File: config.mk
export PLATFORM = sky130hd
export DESIGN_NAME = nwsl_top
export DESIGN_NICKNAME = d
export VERILOG_FILES = /design/src/hdl/nwsl_pkg.sv /design/src/hdl/nwsl_near_cmp.sv /design/src/hdl/nwsl_speed_lim.sv /design/src/hdl/nwsl_top.sv
export SDC_FILE = /design/constraint.sdc
export NUM_CORES = 1
export LEC_CHECK = 0
export BUFFER_PORTS_ARGS = -buffer_cell sky130_fd_sc_hd__buf_2
export CAP_MARGIN = 20
export CORE_MARGIN = 2
export CORE_UTILIZATION = 52
export CTS_BUF_LIST = sky130_fd_sc_hd__clkbuf_16
export DETAILED_ROUTE_END_ITERATION = 12
export GPL_TIMING_DRIVEN = 0
export PLACE_DENSITY_LB_ADDON = 0.2
export SLEW_MARGIN = 0
export SYNTH_ARGS = -nofsm -noshare
export SYNTH_HDL_FRONTEND = slang
export SYNTH_SLANG_ARGS = --single-unit
File: constraint.sdc
create_clock -name SYS_CLK -period 6 [get_ports SYS_CLK]
set_input_delay 0.3 -clock SYS_CLK [delete_from_list [all_inputs] [get_ports SYS_CLK]]
set_output_delay 0.3 -clock SYS_CLK [all_outputs]
set_load 0.005 [all_outputs]
File: src/hdl/nwsl_pkg.sv
// package: constants, register map and carrier types for the near window / speed limit block
// assumes a 32-bit AXI4-Lite register bus and one 10 MHz clock
package nwsl_pkg;
  // register byte offsets
  localparam logic [7:0] OFF_CTRL = 8'h00;
  localparam logic [7:0] OFF_NEAR_WIDTH = 8'h04;
  localparam logic [7:0] OFF_SPEED_CAP = 8'h08;
  localparam logic [7:0] OFF_MOTOR_MAX = 8'h0c;
  localparam logic [7:0] OFF_OVERSPEED = 8'h10;
  localparam logic [7:0] OFF_EXT_CAP = 8'h14;
  localparam logic [7:0] OFF_STATUS = 8'h18;
  localparam logic [7:0] OFF_IRQ_STAT = 8'h1c;
  localparam logic [7:0] OFF_IRQ_MASK = 8'h20;
  localparam logic [7:0] OFF_ACTIVE_LIM = 8'h24;
  // control register field positions
  localparam int CTRL_LIMIT_SRC_BIT = 0;
  localparam int CTRL_CEIL_SEL_BIT = 1;
  localparam int CTRL_NEAR_PIN_BIT = 2;
  localparam int CTRL_LIM_PIN_BIT = 3;
  localparam int CTRL_FORCE_MODE_BIT = 4;
  localparam int CTRL_RESTART_BIT = 5;
  // reset values
  localparam logic [31:0] CTRL_RESET = 32'h0000_0000;
  localparam logic [31:0] NEAR_WIDTH_RESET = 32'h4000_0000; // 1073741824
  localparam logic [31:0] NEAR_WIDTH_MIN = 32'h0000_0001;
  localparam logic [15:0] SPEED_CAP_RESET = 16'h2710; // 10000 mm/s
  localparam logic [15:0] SPEED_CAP_MAX = 16'h2710;
  localparam logic [15:0] MOTOR_MAX_RESET = 16'h1388;
  localparam logic [15:0] OVERSPEED_RESET = 16'h157c;
  localparam logic [15:0] EXT_CAP_RESET = 16'h0000;
  localparam logic [1:0] IRQ_MASK_RESET = 2'h0;
  // interrupt status bit positions
  localparam int IRQ_NEAR_BIT = 0;
  localparam int IRQ_LIM_BIT = 1;
  // bus response codes
  localparam logic [1:0] RESP_OKAY = 2'h0;
  localparam logic [1:0] RESP_SLVERR = 2'h2;

  // settings latched on restart
  typedef struct packed {
    logic limit_source_select;
    logic cap_ceiling_select;
  } restart_cfg_t;

  // live control-loop samples
  typedef struct packed {
    logic [31:0] pos_error;
    logic [15:0] speed;
  } loop_sample_t;

  // flag pair
  typedef struct packed {
    logic speed_limited_flag;
    logic near_flag;
  } flags_t;

  // smaller of two unsigned speeds
  function automatic logic [15:0] min16(input logic [15:0] a, input logic [15:0] b);
    min16 = (a < b) ? a : b;
  endfunction

  // magnitude of a two's complement value
  function automatic logic [31:0] mag32(input logic [31:0] v);
    mag32 = v[31] ? (~v + 32'h0000_0001) : v;
  endfunction
endpackage

File: src/hdl/nwsl_near_cmp.sv
// near-position comparator
// assumes pos_error is sampled every control cycle, two's complement
`timescale 1ns/1ps
module nwsl_near_cmp (
  input wire logic clk,
  input wire logic arst_n,
  input wire logic ce,
  input wire logic [31:0] pos_error,
  input wire logic [31:0] width,
  output logic near
);
  import nwsl_pkg::*;

  // flag set while |error| is below the window width
  always_ff @(posedge clk or negedge arst_n) begin
    if (!arst_n) begin
      near <= 1'b0;
    end else if (ce) begin
      near <= (mag32(pos_error) < width);
    end
  end
endmodule

File: src/hdl/nwsl_speed_lim.sv
// speed clamp for force control
// assumes speed is a signed 16-bit sample per control cycle
`timescale 1ns/1ps
module nwsl_speed_lim (
  input wire logic clk,
  input wire logic arst_n,
  input wire logic ce,
  input wire logic force_mode,
  input wire logic [15:0] speed,
  input wire logic [15:0] limit,
  output logic [15:0] speed_out,
  output logic limited
);
  import nwsl_pkg::*;
  logic [15:0] mag;

  assign mag = speed[15] ? (~speed + 16'h0001) : speed;

  // clamp magnitude, keep sign; flag only while clamp applies
  always_ff @(posedge clk or negedge arst_n) begin
    if (!arst_n) begin
      speed_out <= 16'h0000;
      limited <= 1'b0;
    end else if (ce) begin
      if (force_mode && mag >= limit) begin
        speed_out <= speed[15] ? (~limit + 16'h0001) : limit;
        limited <= 1'b1;
      end else begin
        speed_out <= speed;
        limited <= 1'b0;
      end
    end
  end
endmodule

File: src/hdl/nwsl_top.sv
// top: near window flag and force-control speed limit with AXI4-Lite registers
// assumes one synchronous clock, inputs synchronous to SYS_CLK
//
// The placing of the registers and the AXI4-Lite interface to the registers were left to the implementer.
`timescale 1ns/1ps
module nwsl_top (
  input wire logic SYS_CLK,
  input wire logic ARST_N,
  input wire logic CE,
  input wire nwsl_pkg::loop_sample_t LOOP_IN,
  output logic [15:0] SPEED_LIMITED_OUT,
  output logic NEAR_PIN,
  output logic LIMITED_PIN,
  output logic IRQ,
  input wire logic [7:0] S_AXI_AWADDR,
  input wire logic S_AXI_AWVALID,
  output logic S_AXI_AWREADY,
  input wire logic [31:0] S_AXI_WDATA,
  input wire logic [3:0] S_AXI_WSTRB,
  input wire logic S_AXI_WVALID,
  output logic S_AXI_WREADY,
  output logic [1:0] S_AXI_BRESP,
  output logic S_AXI_BVALID,
  input wire logic S_AXI_BREADY,
  input wire logic [7:0] S_AXI_ARADDR,
  input wire logic S_AXI_ARVALID,
  output logic S_AXI_ARREADY,
  output logic [31:0] S_AXI_RDATA,
  output logic [1:0] S_AXI_RRESP,
  output logic S_AXI_RVALID,
  input wire logic S_AXI_RREADY
);
  import nwsl_pkg::*;

  logic [31:0] ctrl_q;
  logic [31:0] near_width_q;
  logic [15:0] speed_cap_q;
  logic [15:0] motor_max_q;
  logic [15:0] overspeed_q;
  logic [15:0] ext_cap_q;
  logic [1:0] irq_stat_q;
  logic [1:0] irq_mask_q;
  restart_cfg_t cfg_q;
  flags_t flags;
  flags_t flags_prev_q;
  logic [15:0] ceiling;
  logic [15:0] int_limit;
  logic [15:0] active_limit_q;
  logic [7:0] awaddr_q;
  logic aw_held_q;
  logic [31:0] wdata_q;
  logic [3:0] wstrb_q;
  logic w_held_q;
  logic do_write;
  logic wr_ok;
  logic [31:0] rd_val;
  logic rd_ok;
  logic [1:0] irq_rise;
  logic [1:0] irq_w1c;
  logic [31:0] near_wr;
  logic [31:0] cap_wr;
  logic [31:0] motor_wr;
  logic [31:0] over_wr;
  logic [31:0] ext_wr;
  logic restart;
  logic wr_idle;

  // byte-lane merge for 32-bit writes
  function automatic logic [31:0] merge(input logic [31:0] old, input logic [31:0] nw, input logic [3:0] st);
    logic [31:0] r;
    r = old;
    for (int i = 0; i < 4; i++) begin
      if (st[i]) begin
        r[i*8 +: 8] = nw[i*8 +: 8];
      end
    end
    merge = r;
  endfunction

  // write channel capture: address and data in either order
  // readies drop while the enable is low, since nothing would be taken then
  assign wr_idle = CE && !S_AXI_BVALID;
  assign S_AXI_AWREADY = !aw_held_q && wr_idle;
  assign S_AXI_WREADY = !w_held_q && wr_idle;
  assign do_write = aw_held_q && w_held_q && !S_AXI_BVALID;

  always_ff @(posedge SYS_CLK or negedge ARST_N) begin
    if (!ARST_N) begin
      aw_held_q <= 1'b0;
      awaddr_q <= 8'h00;
      w_held_q <= 1'b0;
      wdata_q <= 32'h0000_0000;
      wstrb_q <= 4'h0;
    end else if (CE) begin
      if (S_AXI_AWVALID && S_AXI_AWREADY) begin
        aw_held_q <= 1'b1;
        awaddr_q <= S_AXI_AWADDR;
      end else if (do_write) begin
        aw_held_q <= 1'b0;
      end
      if (S_AXI_WVALID && S_AXI_WREADY) begin
        w_held_q <= 1'b1;
        wdata_q <= S_AXI_WDATA;
        wstrb_q <= S_AXI_WSTRB;
      end else if (do_write) begin
        w_held_q <= 1'b0;
      end
    end
  end

  // write decode validity
  always_comb begin
    case (awaddr_q)
      OFF_CTRL, OFF_NEAR_WIDTH, OFF_SPEED_CAP, OFF_MOTOR_MAX, OFF_OVERSPEED,
      OFF_EXT_CAP, OFF_IRQ_STAT, OFF_IRQ_MASK: wr_ok = 1'b1;
      default: wr_ok = 1'b0;
    endcase
  end

  // write response
  always_ff @(posedge SYS_CLK or negedge ARST_N) begin
    if (!ARST_N) begin
      S_AXI_BVALID <= 1'b0;
      S_AXI_BRESP <= RESP_OKAY;
    end else if (CE) begin
      if (do_write) begin
        S_AXI_BVALID <= 1'b1;
        S_AXI_BRESP <= wr_ok ? RESP_OKAY : RESP_SLVERR;
      end else if (S_AXI_BREADY) begin
        S_AXI_BVALID <= 1'b0;
      end
    end
  end

  // write data merged onto each register's current value, 32 bits wide
  always_comb begin
    near_wr = merge(near_width_q, wdata_q, wstrb_q);
    cap_wr = merge({16'h0000, speed_cap_q}, wdata_q, wstrb_q);
    motor_wr = merge({16'h0000, motor_max_q}, wdata_q, wstrb_q);
    over_wr = merge({16'h0000, overspeed_q}, wdata_q, wstrb_q);
    ext_wr = merge({16'h0000, ext_cap_q}, wdata_q, wstrb_q);
  end

  // configuration registers
  always_ff @(posedge SYS_CLK or negedge ARST_N) begin
    if (!ARST_N) begin
      ctrl_q <= CTRL_RESET;
      near_width_q <= NEAR_WIDTH_RESET;
      speed_cap_q <= SPEED_CAP_RESET;
      motor_max_q <= MOTOR_MAX_RESET;
      overspeed_q <= OVERSPEED_RESET;
      ext_cap_q <= EXT_CAP_RESET;
      irq_mask_q <= IRQ_MASK_RESET;
    end else if (CE) begin
      ctrl_q[CTRL_RESTART_BIT] <= 1'b0; // restart is a self-clearing strobe
      if (do_write) begin
        case (awaddr_q)
          OFF_CTRL: ctrl_q <= merge(ctrl_q, wdata_q, wstrb_q) & 32'h0000_003f;
          OFF_NEAR_WIDTH: begin
            // width below the minimum is held at the minimum
            if (near_wr < NEAR_WIDTH_MIN) begin
              near_width_q <= NEAR_WIDTH_MIN;
            end else begin
              near_width_q <= near_wr;
            end
          end
          OFF_SPEED_CAP: begin
            // cap range is 0..10000, effective at once
            if (cap_wr > {16'h0000, SPEED_CAP_MAX}) begin
              speed_cap_q <= SPEED_CAP_MAX;
            end else begin
              speed_cap_q <= cap_wr[15:0];
            end
          end
          OFF_MOTOR_MAX: motor_max_q <= motor_wr[15:0];
          OFF_OVERSPEED: overspeed_q <= over_wr[15:0];
          OFF_EXT_CAP: ext_cap_q <= ext_wr[15:0];
          OFF_IRQ_MASK: irq_mask_q <= wdata_q[1:0];
          default: ;
        endcase
      end
    end
  end

  // restart strobe, high for one enabled cycle after the control write
  assign restart = ctrl_q[CTRL_RESTART_BIT];

  // select fields take effect only on a restart strobe
  always_ff @(posedge SYS_CLK or negedge ARST_N) begin
    if (!ARST_N) begin
      cfg_q <= '0;
    end else if (CE && restart) begin
      cfg_q.limit_source_select <= ctrl_q[CTRL_LIMIT_SRC_BIT];
      cfg_q.cap_ceiling_select <= ctrl_q[CTRL_CEIL_SEL_BIT];
    end
  end

  // internal cap bounded by the chosen ceiling
  assign ceiling = cfg_q.cap_ceiling_select ? overspeed_q : motor_max_q;
  assign int_limit = min16(ceiling, speed_cap_q);

  // active limit per control cycle
  always_ff @(posedge SYS_CLK or negedge ARST_N) begin
    if (!ARST_N) begin
      active_limit_q <= SPEED_CAP_RESET;
    end else if (CE) begin
      active_limit_q <= cfg_q.limit_source_select ? ext_cap_q : int_limit;
    end
  end

  nwsl_near_cmp i_nwsl_near_cmp (
    .clk(SYS_CLK),
    .arst_n(ARST_N),
    .ce(CE),
    .pos_error(LOOP_IN.pos_error),
    .width(near_width_q),
    .near(flags.near_flag)
  );

  nwsl_speed_lim i_nwsl_speed_lim (
    .clk(SYS_CLK),
    .arst_n(ARST_N),
    .ce(CE),
    .force_mode(ctrl_q[CTRL_FORCE_MODE_BIT]),
    .speed(LOOP_IN.speed),
    .limit(active_limit_q),
    .speed_out(SPEED_LIMITED_OUT),
    .limited(flags.speed_limited_flag)
  );

  // output lines gated by pin assignment
  assign NEAR_PIN = flags.near_flag & ctrl_q[CTRL_NEAR_PIN_BIT];
  assign LIMITED_PIN = flags.speed_limited_flag & ctrl_q[CTRL_LIM_PIN_BIT];

  // sticky interrupt bits on rising flags; set wins over clear
  assign irq_rise = {flags.speed_limited_flag & ~flags_prev_q.speed_limited_flag,
                     flags.near_flag & ~flags_prev_q.near_flag};
  assign irq_w1c = (do_write && awaddr_q == OFF_IRQ_STAT && wstrb_q[0]) ? wdata_q[1:0] : 2'h0;

  always_ff @(posedge SYS_CLK or negedge ARST_N) begin
    if (!ARST_N) begin
      flags_prev_q <= '0;
      irq_stat_q <= 2'h0;
    end else if (CE) begin
      flags_prev_q <= flags;
      irq_stat_q <= (irq_stat_q & ~irq_w1c) | irq_rise;
    end
  end

  assign IRQ = |(irq_stat_q & irq_mask_q);

  // read decode
  always_comb begin
    rd_ok = 1'b1;
    case (S_AXI_ARADDR)
      OFF_CTRL: rd_val = ctrl_q;
      OFF_NEAR_WIDTH: rd_val = near_width_q;
      OFF_SPEED_CAP: rd_val = {16'h0000, speed_cap_q};
      OFF_MOTOR_MAX: rd_val = {16'h0000, motor_max_q};
      OFF_OVERSPEED: rd_val = {16'h0000, overspeed_q};
      OFF_EXT_CAP: rd_val = {16'h0000, ext_cap_q};
      OFF_STATUS: rd_val = {28'h0000000, cfg_q, flags};
      OFF_IRQ_STAT: rd_val = {30'h0, irq_stat_q};
      OFF_IRQ_MASK: rd_val = {30'h0, irq_mask_q};
      OFF_ACTIVE_LIM: rd_val = {16'h0000, active_limit_q};
      default: begin
        rd_val = 32'h0000_0000;
        rd_ok = 1'b0;
      end
    endcase
  end

  // read channel
  // address ready also waits for the enable, so no request is lost while frozen
  assign S_AXI_ARREADY = CE && !S_AXI_RVALID;

  always_ff @(posedge SYS_CLK or negedge ARST_N) begin
    if (!ARST_N) begin
      S_AXI_RVALID <= 1'b0;
      S_AXI_RDATA <= 32'h0000_0000;
      S_AXI_RRESP <= RESP_OKAY;
    end else if (CE) begin
      if (S_AXI_ARVALID && S_AXI_ARREADY) begin
        S_AXI_RVALID <= 1'b1;
        S_AXI_RDATA <= rd_val;
        S_AXI_RRESP <= rd_ok ? RESP_OKAY : RESP_SLVERR;
      end else if (S_AXI_RREADY) begin
        S_AXI_RVALID <= 1'b0;
      end
    end
  end
endmodule

======== Yosys cells after proc, flatten, opt, wreduce, memory -nomap -nowiden ========
Cells that the tools add are included.
cells by class
  add/subtract/negate cells ............... 3
  $mul .................................... 0
  div/mod/pow operators ................... 0
  order comparisons ....................... 5
  equality and inequality tests ........... 17
  shift operators ......................... 0
  mux-type cells .......................... 34
  bitwise logic cells ..................... 13
  reduce and logical (&&, ||, !) cells .... 45
operators with widths
  cell                   count
  $pmux 32 s10           1
  $mux 16                7
  $mux 32                2
  $mux 8                 8
  $eq 8x5->1 const B     7
  $add 16x1->16 const B  2
  $add 32x1->32 const B  1
  $eq 8x4->1 const B     4
  $gt 32x14->1 const B   1
  $lt 32x1->1 const B    1
  $lt 32x32->1           1
  $not 16->16            2
  $not 32->32            1
  $reduce_and 4->1       7
  $eq 8x6->1 const B     3
  $mux 6                 3
  $reduce_and 2->1       9
  $eq 8x3->1 const B     2
  $ge 16x16->1           1
  $logic_not 8->1        2
  $lt 16x16->1           1
  $logic_and 1x1->1      13
  $mux 1                 10
  $reduce_or 10->1       1
  12 further kinds       27
word-level totals
  register bits after elaboration ......... 228
  latch bits .............................. 0
  bits in writable memories ............... 0
  bits in read-only memories .............. 0
  bits of input ports ..................... 108
  memories ................................ 0

======== Depth between registers and ports, before layout ========
  depth after elaboration ................. 8
  gate-level depth with buffers ........... 14

======== Modules after synthesis ========
Synthesis repeated with hierarchy kept, for this count alone.
unflattened totals
  cells, all modules ...................... 1391
  area total of the unflattened synthesis .. 13604.3 µm²
by module, submodules not included
  module          times used  cells an instance  area an instance (µm²)  sequential area each (µm²)
  nwsl_top        1           955                10266.1                 5235.0
  nwsl_speed_lim  1           233                1899.3                  425.4
  nwsl_near_cmp   1           203                1438.9                  25.0

======== Worst setup path before layout ========
OpenSTA, ideal clock, no wires.
  kind .................................... input port to flip-flop
  start point ............................. input port LOOP_IN[9] (netlist bit)
  end point ............................... register i_nwsl_speed_lim.speed_out[15]
  library setup time ...................... 126 ps
  data arrival time ....................... 3416 ps
  data required time ...................... 5874 ps
  path slack .............................. 2458 ps
  stages .................................. 13
  path buffers ............................ 1
  path through ............................ or4_1 > nor2_1 > nand3_1 > o31ai_1 > xnor2_1 > ha_1 > a21oi_1 > o21ai_1 > a2111o_1 > a21oi_1 > clkbuf_1 > nor3_1 > a311o_1
between the ends
  longest elaborated chain between the ends .. 6
RTL lines
  what                  RTL line              source
  start, declared       nwsl_top.sv:10        input wire nwsl_pkg::loop_sample_t LOOP_IN,
  $not 16->16           nwsl_speed_lim.sv:17  assign mag = speed[15] ? (~speed + 16'h0001) : speed;
  $add 16x1->16         nwsl_speed_lim.sv:17
  $mux 16 *             nwsl_speed_lim.sv:17
  $ge 16x16->1 *        nwsl_speed_lim.sv:25  if (force_mode && mag >= limit) begin
  $logic_and 1x1->1 *   nwsl_speed_lim.sv:25
  $mux 16 *             nwsl_speed_lim.sv:25
  end signal, assigned  nwsl_speed_lim.sv:26  speed_out <= speed[15] ? (~limit + 16'h0001) : limit;
  end signal, assigned  nwsl_speed_lim.sv:29  speed_out <= speed;
  end, declared         nwsl_speed_lim.sv:11  output logic [15:0] speed_out,
Every way passes the cells marked *; elsewhere a longest branch is shown, timed or not.
A chain may end at the register's enable or synchronous reset.

======== Worst setup path in the final report ========
  start point ............................. input port LOOP_IN[15] (netlist bit)
  end point ............................... register i_nwsl_speed_lim.speed_out[11]
between the ends
  longest elaborated chain between the ends .. 6
RTL lines
  what               RTL line
  $not 16->16        nwsl_speed_lim.sv:17
  $add 16x1->16      nwsl_speed_lim.sv:17
  $mux 16            nwsl_speed_lim.sv:17
  $ge 16x16->1       nwsl_speed_lim.sv:25
  $logic_and 1x1->1  nwsl_speed_lim.sv:25
  $mux 16 *          nwsl_speed_lim.sv:25
Marked as above.

==> reports/summary.json <==
{
  "rsz0062_at_grt": {"value": "no"},
  "timing.critical_path.required": {"value": 6.46, "unit": "ns"},
  "kind_of_end_point_of_the_critical_path": {"value": "flop"},
  "chip_height": {"value": 164, "unit": "µm"},
  "routed_wire_length_per_instance": {"value": 20.5, "unit": "µm"},
  "hp-class": {"value": "primary input to flop"},
  "fp-row-count": {"value": 58},
  "synth-edff-count": {"value": 0},
  "syn_area_per_cell": {"value": 10.0, "unit": "µm²"},
  "n_antenna_cell": {"value": 0},
  "design.final.nets": {"value": 1731},
  "fillCellCount": {"value": 2149},
  "yosysSeqAreaShare": {"value": 0.427},
  "yosysMostFrequentCell": {"value": "sky130_fd_sc_hd__dfrtp_1"},
  "viasPerCell": {"value": 6.06},
  "placement.setup.worst_slack": {"value": 1.64, "unit": "ns"},
  "cts.htree.levels": {"value": 1},
  "timing_worst_slew_pin_value": {"value": 1.05, "unit": "ns"},
  "place_hpwl": {"value": 29800, "unit": "µm"},
  "routed_wirelength": {"value": 39000, "unit": "µm"},
  "wire_length_of_the_first_global_routing_pass": {"value": 61400, "unit": "µm"},
  "maximum_clock_insertion_buffer_count": {"value": 3},
  "port_buffers": {"value": 163},
  "clkSinkCount": {"value": 226},
  "totalNegativeSetupSlack": {"value": 0, "unit": "ns"},
  "maxClockFrequency": {"value": 258, "unit": "MHz"},
  "detailedRoute.firstPassIterationCount": {"value": 6},
  "max_slew_margin": {"value": 0.296},
  "crit_path_end": {"value": "i_nwsl_speed_lim.speed_out[11]"},
  "synth_top_cell_area_share": {"value": 0.379},
  "critical_path.max_fanout": {"value": 10},
  "yosys.cell_types.count": {"value": 68},
  "worst_clock_skew": {"value": 0.0171, "unit": "ns"},
  "power_density_over_the_cells": {"value": 295, "unit": "nW/µm²"},
  "design_power_total": {"value": 4.68, "unit": "mW"},
  "async_flop_share": {"value": 1.00},
  "placement.cell_area": {"value": 14600, "unit": "µm²"},
  "grt-ovfl-total": {"value": 0},
  "coreArea": {"value": 25200, "unit": "µm²"},
  "clk_transition_reported_paths": {"value": 0.06, "unit": "ns"},
  "layout_setup_ws": {"value": 2.12, "unit": "ns"},
  "finalSetupViolCount": {"value": 0},
  "reg2reg_depth": {"value": 11},
  "clk-insertion-delay-late": {"value": 0.53, "unit": "ns"},
  "synth.yosys.warnings": {"value": 0},
  "r2r_setup_slack": {"value": 2.64, "unit": "ns"},
  "worst_r2r_startpoint": {"value": "cfg_q[0]"},
  "floorplan.die.width": {"value": 164, "unit": "µm"},
  "post-route-period-util": {"value": 0.647},
  "layout-drive-gt1-share": {"value": 0.160},
  "tritoncts.num_buffers": {"value": 26},
  "syn-cell-area": {"value": 13300, "unit": "µm²"},
  "netlist.top_cell.by_area": {"value": "sky130_fd_sc_hd__dfrtp_1"},
  "top_level_ports": {"value": 168},
  "drtIter0Drc": {"value": 967},
  "layout_min_cycle_time": {"value": 3.88, "unit": "ns"},
  "result_of_the_run": {"value": "finished clean"},
  "r2r-end": {"value": "active_limit_q[11]"},
  "floorplan.initialDensity": {"value": 0.529},
  "antenna_found_initial": {"value": 0},
  "leakagePower": {"value": 7.15, "unit": "nW"},
  "route.detailed.drc": {"value": 0},
  "ant_nets": {"value": 0},
  "routabilityCongestion": {"value": 0.946},
  "route.vias.total": {"value": 11600},
  "cp-startpoint": {"value": "LOOP_IN[15]"},
  "yosys_most_used_dff": {"value": "sky130_fd_sc_hd__dfrtp_1"},
  "largest_net_degree_at_the_start_of_global_routing": {"value": 113},
  "crit_path_start_kind": {"value": "primary input"},
  "grtUsageTotal": {"value": 0.292},
  "worstSetupPathType": {"value": "primary input to flop"},
  "worst-endpoint-arrival": {"value": 4.34, "unit": "ns"},
  "synth_top_cells_by_area": {"value": "sky130_fd_sc_hd__dfrtp_1, sky130_fd_sc_hd__mux2_1, sky130_fd_sc_hd__ha_1"},
  "post_synth_inst_count": {"value": 1327},
  "max-vdd-ir-drop": {"value": 197, "unit": "µV"},
  "vias_in_the_first_global_route": {"value": 11300},
  "post-route-cell-area": {"value": 15800, "unit": "µm²"},
  "max_cap_violations": {"value": 0},
  "synth.ff_latch_count": {"value": 226},
  "hold_viol": {"value": 0},
  "report.final.slew_viol_count": {"value": 0},
  "cts_tree": {"value": "yes"},
  "die-area": {"value": 26900, "unit": "µm²"},
  "clk_root_buffer_cell": {"value": "sky130_fd_sc_hd__clkbuf_16"},
  "top_cells_by_instance_count_after_synthesis": {"value": "sky130_fd_sc_hd__dfrtp_1, sky130_fd_sc_hd__mux2_1, sky130_fd_sc_hd__nand2_1"},
  "area_growth": {"value": 18.9, "unit": "%"}
}
-- worst max-delay path, stage by stage --
cell and delay [ns]:
sky130_fd_sc_hd__clkbuf_1 0.35, sky130_fd_sc_hd__clkbuf_1 0.44, sky130_fd_sc_hd__clkbuf_1 0.45, sky130_fd_sc_hd__o31ai_1 0.17, sky130_fd_sc_hd__xnor2_1 0.17, sky130_fd_sc_hd__ha_1 0.29
sky130_fd_sc_hd__a21oi_1 0.16, sky130_fd_sc_hd__o21ai_1 0.14, sky130_fd_sc_hd__a2111o_1 0.41, sky130_fd_sc_hd__a21oi_1 0.45, sky130_fd_sc_hd__nand2b_1 0.31, sky130_fd_sc_hd__clkbuf_1 0.44
sky130_fd_sc_hd__a311o_1 0.25
-- layout by cell type, fill, tap and decap left out, types with 27 or more instances in the layout --
cell	instances
sky130_fd_sc_hd__nor2_1	45
sky130_fd_sc_hd__clkbuf_1	65
sky130_fd_sc_hd__ha_1	65
sky130_fd_sc_hd__clkbuf_16	27
sky130_fd_sc_hd__nand2_1	105
sky130_fd_sc_hd__o21ai_0	31
sky130_fd_sc_hd__o21ai_1	54
sky130_fd_sc_hd__nor4_1	40
sky130_fd_sc_hd__mux2_1	120
sky130_fd_sc_hd__buf_2	165
sky130_fd_sc_hd__dfrtp_1	202
sky130_fd_sc_hd__dlygate4sd3_1	34
sky130_fd_sc_hd__xnor2_1	54
sky130_fd_sc_hd__a21oi_1	63
sky130_fd_sc_hd__inv_1	85
-- through the flow --
step / std cells / hold slack (ns) / util
floorplan: 1328 / 0.00441 / -
finish: 1907 / 0.00285 / 0.629
CTS: 1907 / 0.000524 / 0.629
global placement: 1821 / 0.432 / 0.578
detailed placement: 1826 / 0.146 / 0.582
global route: 1907 / 0.0146 / 0.629
-- power breakdown --
part           leakage [nW]  internal (mW)  switching (mW)
clock network         0.428          0.942           0.648
registers              2.89           1.76           0.252
logic                  3.83          0.442           0.629
total                  7.15           3.15            1.53
-- cells by family (layout without fill, tap and decap cells) --
kind of cell / count (synthesis) / after routing / share of synthesized area
xor gates and xnor gates: 55 / 55 / 0.0362
other: 1 / 2 / 0.000281
muxes: 157 / 157 / 0.131
buffers and inverters: 164 / 413 / 0.0483
and+or+nand+nor: 328 / 328 / 0.127
DFF: 226 / 226 / 0.427
AOI/OAI and AO/OA: 331 / 331 / 0.170
adders and majority gates: 65 / 65 / 0.0610
-- layer usage --
metal / GRT usage / vias up / share of wire
li1: - / 5356 / -
met2: 0.487 / 472 / 0.47
met3: 0.0417 / 88 / 0.072
met5: 0 / - / 0
met1: 0.392 / 5641 / 0.43
met4: 0.0937 / 0 / 0.032
-- worst min-delay path by stage --
stage | cells after the start | end | from
5_1_grt | 2 | wdata_q[5] | S_AXI_WDATA[5]
3_3_place_gp | 1 | irq_stat_q[1] | flags_prev_q[1]
3_5_place_dp | 1 | S_AXI_RDATA[9] | ARST_N
2_1_floorplan | 0 | S_AXI_BRESP[1] | ARST_N
6_report | 2 | wdata_q[25] | S_AXI_WDATA[25]
4_1_cts | 2 | wdata_q[3] | S_AXI_WDATA[3]
-- area by class of cell --
cell class | instances | area [µm²] | area share
inverters | 86 | 323 | 0.0204
multi-input cells | 938 | 7010 | 0.442
flip-flops and latches | 226 | 5690 | 0.359
clock buffers | 27 | 676 | 0.0427
plain buffers | 78 | 320 | 0.0202
well taps | 330 | 413 | 0.0261
clock inverters | 20 | 175 | 0.0111
repair buffers | 202 | 1240 | 0.0782
-- flip-flops by register name, summed over array words and instances, names as in the netlist --
register                    cells
S_AXI_RRESP                     1
S_AXI_RVALID                    1
S_AXI_BRESP                     1
awaddr_q                        8
S_AXI_RDATA                    32
i_nwsl_near_cmp.near            1
S_AXI_BVALID                    1
speed_cap_q                    16
flags_prev_q                    2
ctrl_q                          6
aw_held_q                       1
wdata_q                        32
near_width_q                   32
irq_stat_q                      2
irq_mask_q                      2
i_nwsl_speed_lim.limited        1
overspeed_q                    16
cfg_q                           2
motor_max_q                    16
wstrb_q                         4
i_nwsl_speed_lim.speed_out     16
ext_cap_q                      16
w_held_q                        1
active_limit_q                 16
-- what timing repair did --
| item | 4_1_cts | 5_1_grt |
|---|---|---|
| setup endpoints to repair | 0 | 0 |
| buffers inserted | 0 | 0 |
| hold buffers | 34 | 0 |
| endpoints found under the hold margin | 54 | 0 |
| gates resized for setup | 0 | 0 |
No activity file was read; power rests on OpenSTA's default activity.
